**src/common/lpi_pkg.sv**
```systemverilog
// Package for the device-side LPDDR3 power-up and initialization tracker.
// Assumes a single core clock at 40 MHz; times are converted to cycles here.
package lpi_pkg;
  localparam int ClkPeriodNs = 25;
  localparam int Init5MaxUs = 10;
  localparam int Init5Cycles = (Init5MaxUs * 1000) / ClkPeriodNs;
  localparam int ZqInitUs = 1;
  localparam int ZqInitCycles = (ZqInitUs * 1000 + ClkPeriodNs - 1) / ClkPeriodNs;
  localparam int CntWidth = 16;
  localparam logic [7:0] MrDevInfo = 8'h00;
  localparam logic [7:0] MrZqCal = 8'h0a;
  localparam logic [7:0] MrOdt = 8'h0b;
  localparam logic [7:0] MrReset = 8'h3f;
  localparam int DaiBit = 0;
  localparam int OdtEnBit = 0;
  localparam logic [7:0] Mr0Reset = 8'h01;
  localparam logic [7:0] Mr11Reset = 8'h00;
  typedef enum logic [2:0] {
    ST_PWRUP,
    ST_WAIT_RESET,
    ST_AUTO_INIT,
    ST_IDLE,
    ST_ZQ_CAL,
    ST_READY
  } lpi_state_e;
endpackage

```
**src/verilog/lpi_timer.sv**
```systemverilog
// Down-counter that signals expiry of a loaded interval.
// Assumes load and count come from logic on the same clock.
`timescale 1ns/1ps
`default_nettype none
module lpi_timer (
  input wire logic coreClk,
  input wire logic rst,
  input wire logic clkEn,
  input wire logic load,
  input wire logic [lpi_pkg::CntWidth-1:0] loadValue,
  output logic expired
);
  logic [lpi_pkg::CntWidth-1:0] cnt_reg;
  logic [lpi_pkg::CntWidth-1:0] cnt_next;

  always_comb begin
    cnt_next = cnt_reg;
    if (load) begin
      cnt_next = loadValue;
    end else if (cnt_reg != '0) begin
      cnt_next = cnt_reg - 1'b1;
    end
  end

  always_ff @(posedge coreClk or posedge rst) begin
    if (rst) begin
      cnt_reg <= '0;
    end else if (clkEn) begin
      cnt_reg <= cnt_next;
    end
  end

  assign expired = (cnt_reg == '0) && !load;
endmodule
`default_nettype wire

```
**src/verilog/lpi_init_seq.sv**
```systemverilog
// Device-side initialization state tracker for an LPDDR3 memory die.
// Assumes decoded commands from the same clock domain; CKE and ODT pins
// arrive unsynchronised and pass two flip-flops first.
`timescale 1ns/1ps
`default_nettype none
module lpi_init_seq (
  input wire logic core_clk,
  input wire logic rst,
  input wire logic clkEn,
  input wire logic ckePin,
  input wire logic odtPin,
  input wire logic caFloating,
  input wire logic cmdValid,
  input wire logic cmdIsMrw,
  input wire logic cmdIsMrr,
  input wire logic [7:0] cmdAddr,
  input wire logic [7:0] cmdData,
  input wire logic outDriveReq,
  output logic outEnable_n,
  output logic odtActive,
  output logic [7:0] mrrData,
  output logic mrrValid,
  output logic daiBusy,
  output logic deviceIdle,
  output logic deviceReady
);
  logic ckeMeta_reg, ckeSync_reg, odtMeta_reg, odtSync_reg;
  lpi_pkg::lpi_state_e state_reg, state_next;
  logic [7:0] mr0_reg, mr0_next, mr11_reg, mr11_next;
  logic [7:0] mrrData_reg, mrrData_next;
  logic mrrValid_reg, mrrValid_next;
  logic tLoad;
  logic [lpi_pkg::CntWidth-1:0] tValue;
  logic tExpired;
  logic cmdLive, isReset, isZq, isMrr0;

  always_ff @(posedge core_clk or posedge rst) begin
    if (rst) begin
      ckeMeta_reg <= 1'b0;
      ckeSync_reg <= 1'b0;
      odtMeta_reg <= 1'b0;
      odtSync_reg <= 1'b0;
    end else if (clkEn) begin
      ckeMeta_reg <= ckePin;
      ckeSync_reg <= ckeMeta_reg;
      odtMeta_reg <= odtPin;
      odtSync_reg <= odtMeta_reg;
    end
  end

  // Floating bus decodes as NOP, so no command is seen
  assign cmdLive = cmdValid && !caFloating && ckeSync_reg;
  assign isReset = cmdLive && cmdIsMrw && (cmdAddr == lpi_pkg::MrReset);
  assign isZq = cmdLive && cmdIsMrw && (cmdAddr == lpi_pkg::MrZqCal);
  assign isMrr0 = cmdLive && cmdIsMrr && (cmdAddr == lpi_pkg::MrDevInfo);

  lpi_timer uTimer (
    .coreClk(core_clk),
    .rst(rst),
    .clkEn(clkEn),
    .load(tLoad),
    .loadValue(tValue),
    .expired(tExpired)
  );

  always_comb begin
    state_next = state_reg;
    mr0_next = mr0_reg;
    mr11_next = mr11_reg;
    mrrData_next = mrrData_reg;
    mrrValid_next = 1'b0;
    tLoad = 1'b0;
    tValue = '0;
    if (isReset) begin
      // Reset from any state restarts the sequence
      state_next = lpi_pkg::ST_AUTO_INIT;
      mr0_next = lpi_pkg::Mr0Reset;
      mr11_next = lpi_pkg::Mr11Reset;
      tLoad = 1'b1;
      // State advances one edge after the timer reaches zero, so load one short
      tValue = lpi_pkg::CntWidth'(lpi_pkg::Init5Cycles - 1);
    end else begin
      case (state_reg)
        lpi_pkg::ST_PWRUP: begin
          if (ckeSync_reg) begin
            state_next = lpi_pkg::ST_WAIT_RESET;
          end
        end
        lpi_pkg::ST_WAIT_RESET: begin
          state_next = lpi_pkg::ST_WAIT_RESET;
        end
        lpi_pkg::ST_AUTO_INIT: begin
          if (tExpired) begin
            mr0_next[lpi_pkg::DaiBit] = 1'b0;
            state_next = lpi_pkg::ST_IDLE;
          end
        end
        lpi_pkg::ST_IDLE: begin
          if (isZq) begin
            state_next = lpi_pkg::ST_ZQ_CAL;
            tLoad = 1'b1;
            tValue = lpi_pkg::CntWidth'(lpi_pkg::ZqInitCycles - 1);
          end
        end
        lpi_pkg::ST_ZQ_CAL: begin
          if (tExpired) begin
            state_next = lpi_pkg::ST_READY;
          end
        end
        lpi_pkg::ST_READY: begin
          if (cmdLive && cmdIsMrw && cmdAddr == lpi_pkg::MrOdt) begin
            mr11_next = cmdData;
          end
        end
        default: state_next = lpi_pkg::ST_PWRUP;
      endcase
      if (isMrr0) begin
        mrrData_next = mr0_reg;
        mrrValid_next = 1'b1;
      end
    end
  end

  always_ff @(posedge core_clk or posedge rst) begin
    if (rst) begin
      state_reg <= lpi_pkg::ST_PWRUP;
      mr0_reg <= lpi_pkg::Mr0Reset;
      mr11_reg <= lpi_pkg::Mr11Reset;
      mrrData_reg <= 8'h00;
      mrrValid_reg <= 1'b0;
    end else if (clkEn) begin
      state_reg <= state_next;
      mr0_reg <= mr0_next;
      mr11_reg <= mr11_next;
      mrrData_reg <= mrrData_next;
      mrrValid_reg <= mrrValid_next;
    end
  end

  // Drivers stay off whenever synchronised CKE is low, whatever the core asks
  assign outEnable_n = !(ckeSync_reg && outDriveReq);
  assign odtActive = mr11_reg[lpi_pkg::OdtEnBit] && odtSync_reg && ckeSync_reg;
  assign mrrData = mrrData_reg;
  assign mrrValid = mrrValid_reg;
  assign daiBusy = mr0_reg[lpi_pkg::DaiBit];
  assign deviceIdle = (state_reg == lpi_pkg::ST_IDLE);
  assign deviceReady = (state_reg == lpi_pkg::ST_READY);

  // Age of the current auto-init phase; feeds only the bound check
  logic [lpi_pkg::CntWidth-1:0] initAge_reg, initAge_next;

  always_comb begin
    initAge_next = initAge_reg;
    if (isReset) begin
      initAge_next = '0;
    end else if (state_reg == lpi_pkg::ST_AUTO_INIT) begin
      initAge_next = initAge_reg + 1'b1;
    end
  end

  always_ff @(posedge core_clk or posedge rst) begin
    if (rst) begin
      initAge_reg <= '0;
    end else if (clkEn) begin
      initAge_reg <= initAge_next;
    end
  end

  a_hiz_low_cke: assert property (@(posedge core_clk) disable iff (rst)
    !ckeSync_reg |-> outEnable_n) else $error("Outputs driven with CKE low");
  a_reset_dai_set: assert property (@(posedge core_clk) disable iff (rst)
    (isReset && clkEn) |=> daiBusy) else $error("DAI not set after reset");
  a_auto_init_max: assert property (@(posedge core_clk) disable iff (rst)
    (state_reg == lpi_pkg::ST_AUTO_INIT) |->
      (initAge_reg < lpi_pkg::CntWidth'(lpi_pkg::Init5Cycles)))
    else $error("Auto-init longer than its maximum");
  a_odt_off_reset: assert property (@(posedge core_clk) disable iff (rst)
    (isReset && clkEn) |=> !odtActive) else $error("ODT active after reset");
  a_ready_after_zq: assert property (@(posedge core_clk) disable iff (rst)
    $rose(deviceReady) |-> $past(state_reg) == lpi_pkg::ST_ZQ_CAL)
    else $error("Ready without calibration");
  a_idle_dai_clear: assert property (@(posedge core_clk) disable iff (rst)
    deviceIdle |-> !daiBusy) else $error("Idle with DAI busy");
  a_float_nop: assert property (@(posedge core_clk) disable iff (rst)
    (caFloating && cmdValid && clkEn) |=> !mrrValid)
    else $error("Floating bus acted on");
  a_odt_needs_mr11: assert property (@(posedge core_clk) disable iff (rst)
    odtActive |-> (deviceReady && mr11_reg[lpi_pkg::OdtEnBit]))
    else $error("ODT on before calibration done");
  a_mrr_answer: assert property (@(posedge core_clk) disable iff (rst)
    (isMrr0 && !isReset && clkEn) |=> (mrrValid && mrrData == $past(mr0_reg)))
    else $error("MRR answer wrong");

  c_reset_seen: cover property (@(posedge core_clk) disable iff (rst) isReset);
  c_idle_reached: cover property (@(posedge core_clk) disable iff (rst) $rose(deviceIdle));
  c_ready_reached: cover property (@(posedge core_clk) disable iff (rst) $rose(deviceReady));
  c_odt_on: cover property (@(posedge core_clk) disable iff (rst) $rose(odtActive));
endmodule
`default_nettype wire

```
**config.mk**
```make
export PLATFORM = sky130hd
export DESIGN_NAME = lpi_init_seq
export DESIGN_NICKNAME = d
export VERILOG_FILES = /design/src/common/lpi_pkg.sv /design/src/verilog/lpi_timer.sv /design/src/verilog/lpi_init_seq.sv
export SDC_FILE = /design/constraint.sdc
export NUM_CORES = 1
export LEC_CHECK = 0
export BUFFER_PORTS_ARGS = -buffer_cell sky130_fd_sc_hd__buf_2
export CAP_MARGIN = 0
export CORE_MARGIN = 10
export CORE_UTILIZATION = 50
export DETAILED_ROUTE_END_ITERATION = 7
export PLACE_DENSITY = 0.79
export SETUP_SLACK_MARGIN = 0.1
export SYNTH_ARGS = -nofsm -noshare
export SYNTH_HDL_FRONTEND = slang
export SYNTH_SLANG_ARGS = --single-unit
```
**constraint.sdc**
```tcl
create_clock -name core_clk -period 6.5 [get_ports core_clk]
set_input_delay 0.65 -clock core_clk [delete_from_list [all_inputs] [get_ports core_clk]]
set_output_delay 0.65 -clock core_clk [all_outputs]
set_load 0.02 [all_outputs]
```
==> qor.yml <==
outcome: "complete, no violations"
crit_path_start: "uTimer.cnt_reg[0]"
area_growth_pct: 8.619
slew_headroom_pct: 19.84
core_area_sq_um: 3311
intPower_uw: 290.6
crit_fanout: 9
synth_seq_area_share_pct: 39.52
nets: 236
antenna_cells: 0
setup_tns_ns: 0
cts_buffers: 3
post-route-util_pct: 56.20
synthArstFlopShare_pct: 100.0
ant_nets: 0
worstPathRequired_ns: 6.73
share_comb_of_total_power_pct: 26.6
placed_area_sq_um: 1833
rsz0062_at_grt: "no"
cts_tree: "done"
design_area_sq_um: 1861
dominantRegCellSynth: "dfrtp_1"
post-route-min-period_ns: 2.558
ctsHtreeMaxLevel: 1
portBuffers: 25
gp_congestion: 0.8893
cap_violations: 0
grt_pass1_wl_microns: 6624
synthDistinctLibCells: 47
drt_iter0_drc: 101
critical_path_class: "flip-flop to flip-flop"
die_area_sq_um: 6167
p_seq_share_pct: 57.0
leakagePower_nw: 0.8204
numClockSinks: 27
vias: 1515
powerDensity_nw_per_um2: 243.5
skew_ns: 0.005946
grt_max_degree: 28
via_per_inst: 5.988
cts_resized: 0
clkPwrFrac_pct: 16.4
hold_depth: 2
power.switching_uw: 162.3
hold_viol_final: 0
crit_path_max_incr_delay_ns: 0.60
swShare_pct: 35.83
ios: 40
hold_buffers: 0
fmax_mhz: 390.9
syn_inst: 187
final_max_slew_viol_count: 0
overflow: 0
final-setup-viol-count: 0
cts_buffer_depth: 2
drive_above_1_share_pct: 20.77
post-route-drc-count: 0
grt.total_usage_pct: 12.51
dp_hpwl_microns: 2848
wl_microns: 3764
die_x_microns: 78.53
r2r-start: "uTimer.cnt_reg[0]"
row_count: 21
arrival_ns: 2.79
hold_class: "flip-flop to flip-flop"
grt_pass1_vias: 1471
start_util_pct: 51.74
min_from: "mr0_reg[0]"
critPathSlowestCell: "or4b_2"
synth_area_sq_um: 1713
ys.warnings.count: 0
period_share_pct: 39.36
worstMarginPinSlew_ns: 1.191
die_h_microns: 78.53
p_total_uw: 453.0
cp-end-kind: "flip-flop"
crit_chain: "inv_1 > ha_1 > or4b_2 > nor4_2 > nor2_1 > o21a_1 > o211a_1"
syn_area_per_cell_sq_um: 9.160
largest_register_ffs: 16
r2r_cells: 7
ir_worst_vdd_uv: 122.2
dr.pass1.iters: 4
start_kind: "flip-flop"
synth-edff-count: 0
clock_latency_ns: 0.33
antenna_found_initial: 0
path_clk_slew_ns: 0.15
post_cts_buffers: 0
routedWlPerCell_microns: 14.88
ys_ff_latch: 27
root_buffer: "clkbuf_4"
placed cells by master (no fill, tap or decap), types with 4 or more instances in the layout:
cell type | netlist | final
nand3_1 | 4 | 4
nor3_1 | 11 | 11
inv_1 | 8 | 8
a21oi_1 | 5 | 5
or4_1 | 7 | 7
dfrtp_1 | 26 | 26
nand2_1 | 8 | 8
o21ai_0 | 20 | 20
a22o_1 | 8 | 8
conb_1 | 1 | 7
buf_2 | 2 | 25
mux2_2 | 5 | 5
nor2_1 | 9 | 9
a21o_1 | 7 | 7
through the flow:
step           instances  worst slack, ns  hold slack, ns
2_1_floorplan        193            4.124          0.4577
4_1_cts              253            3.955          0.5214
3_3_place_gp         249            3.669          0.4702
5_1_grt              253            3.781          0.5363
6_report             253            3.942          0.5177
3_5_place_dp         249            3.690          0.4920
worst max-delay path: cells and delay by family, from the launching register on:
family	cells	cell delay [ns]
buffers and inverters	1	0.11
DFF	1	0.44
adders and majority gates	1	0.17
and+or+nand+nor	3	1.35
AOI/OAI and AO/OA	2	0.40
synthesized netlist by cell type, drive strengths merged (5+ instances only):
library cell | number | area share [%]
dfrtp | 26 | 38
o21ai | 20 | 5.8
nor3 | 11 | 3.2
buf | 9 | 3.7
nor2 | 9 | 2.0
or4 | 9 | 4.4
a22o | 8 | 4.1
inv | 8 | 1.8
nand2 | 8 | 1.8
a21o | 7 | 3.1
clkbuf | 6 | 1.3
a21oi | 5 | 1.5
mux2 | 5 | 3.3
routing by layer:
metal  up-vias  GRT usage [%]  wire length [microns]
li1        735              -                      -
met1       738          15.87                   1686
met2        40          20.48                   1856
met3         2          2.506                    189
met4         0          4.659                     31
met5         -              0                      0
power by group through the flow:
stage / clock, mW / combinational, mW / sequential [mW]
floorplan: 0 / 0.105 / 0.246
CTS: 0.0765 / 0.121 / 0.257
global placement: 0 / 0.118 / 0.259
global route: 0.0814 / 0.138 / 0.267
detailed placement: 0 / 0.120 / 0.260
finish: 0.0741 / 0.121 / 0.258
final cells by class:
class | count | area, sq um
inverters | 8 | 30.03
repair buffers | 25 | 125.1
multi-input cells | 143 | 943.4
clock inverters | 1 | 5.005
clock buffers | 3 | 22.52
flip-flops and latches | 27 | 676.9
fillers | 326 | 1450
well taps | 46 | 57.56
final timing paths:
check,endpoint,slack (ns)
max in group asynchronous,state_reg[1],5.38
worst max register to register,uTimer.cnt_reg[5],3.94
worst max-delay path,uTimer.cnt_reg[5],3.94
worst min-delay path,mr0_reg[0],0.52
min in group asynchronous,uTimer.cnt_reg[10],0.53
worst min register to register,mr0_reg[0],0.52
cells by family after synthesis:
| group | Yosys count | synth area share (%) |
|---|---|---|
| AO/OA/AOI/OAI | 56 | 22.57 |
| adder cells (fa/ha/maj) | 2 | 1.461 |
| buffers and inverters | 23 | 6.720 |
| flip-flops | 27 | 39.52 |
| multiplexers | 5 | 3.287 |
| other | 1 | 0.2189 |
| AND/OR/NAND/NOR | 73 | 26.22 |
No activity file was read; power rests on OpenSTA's default activity.
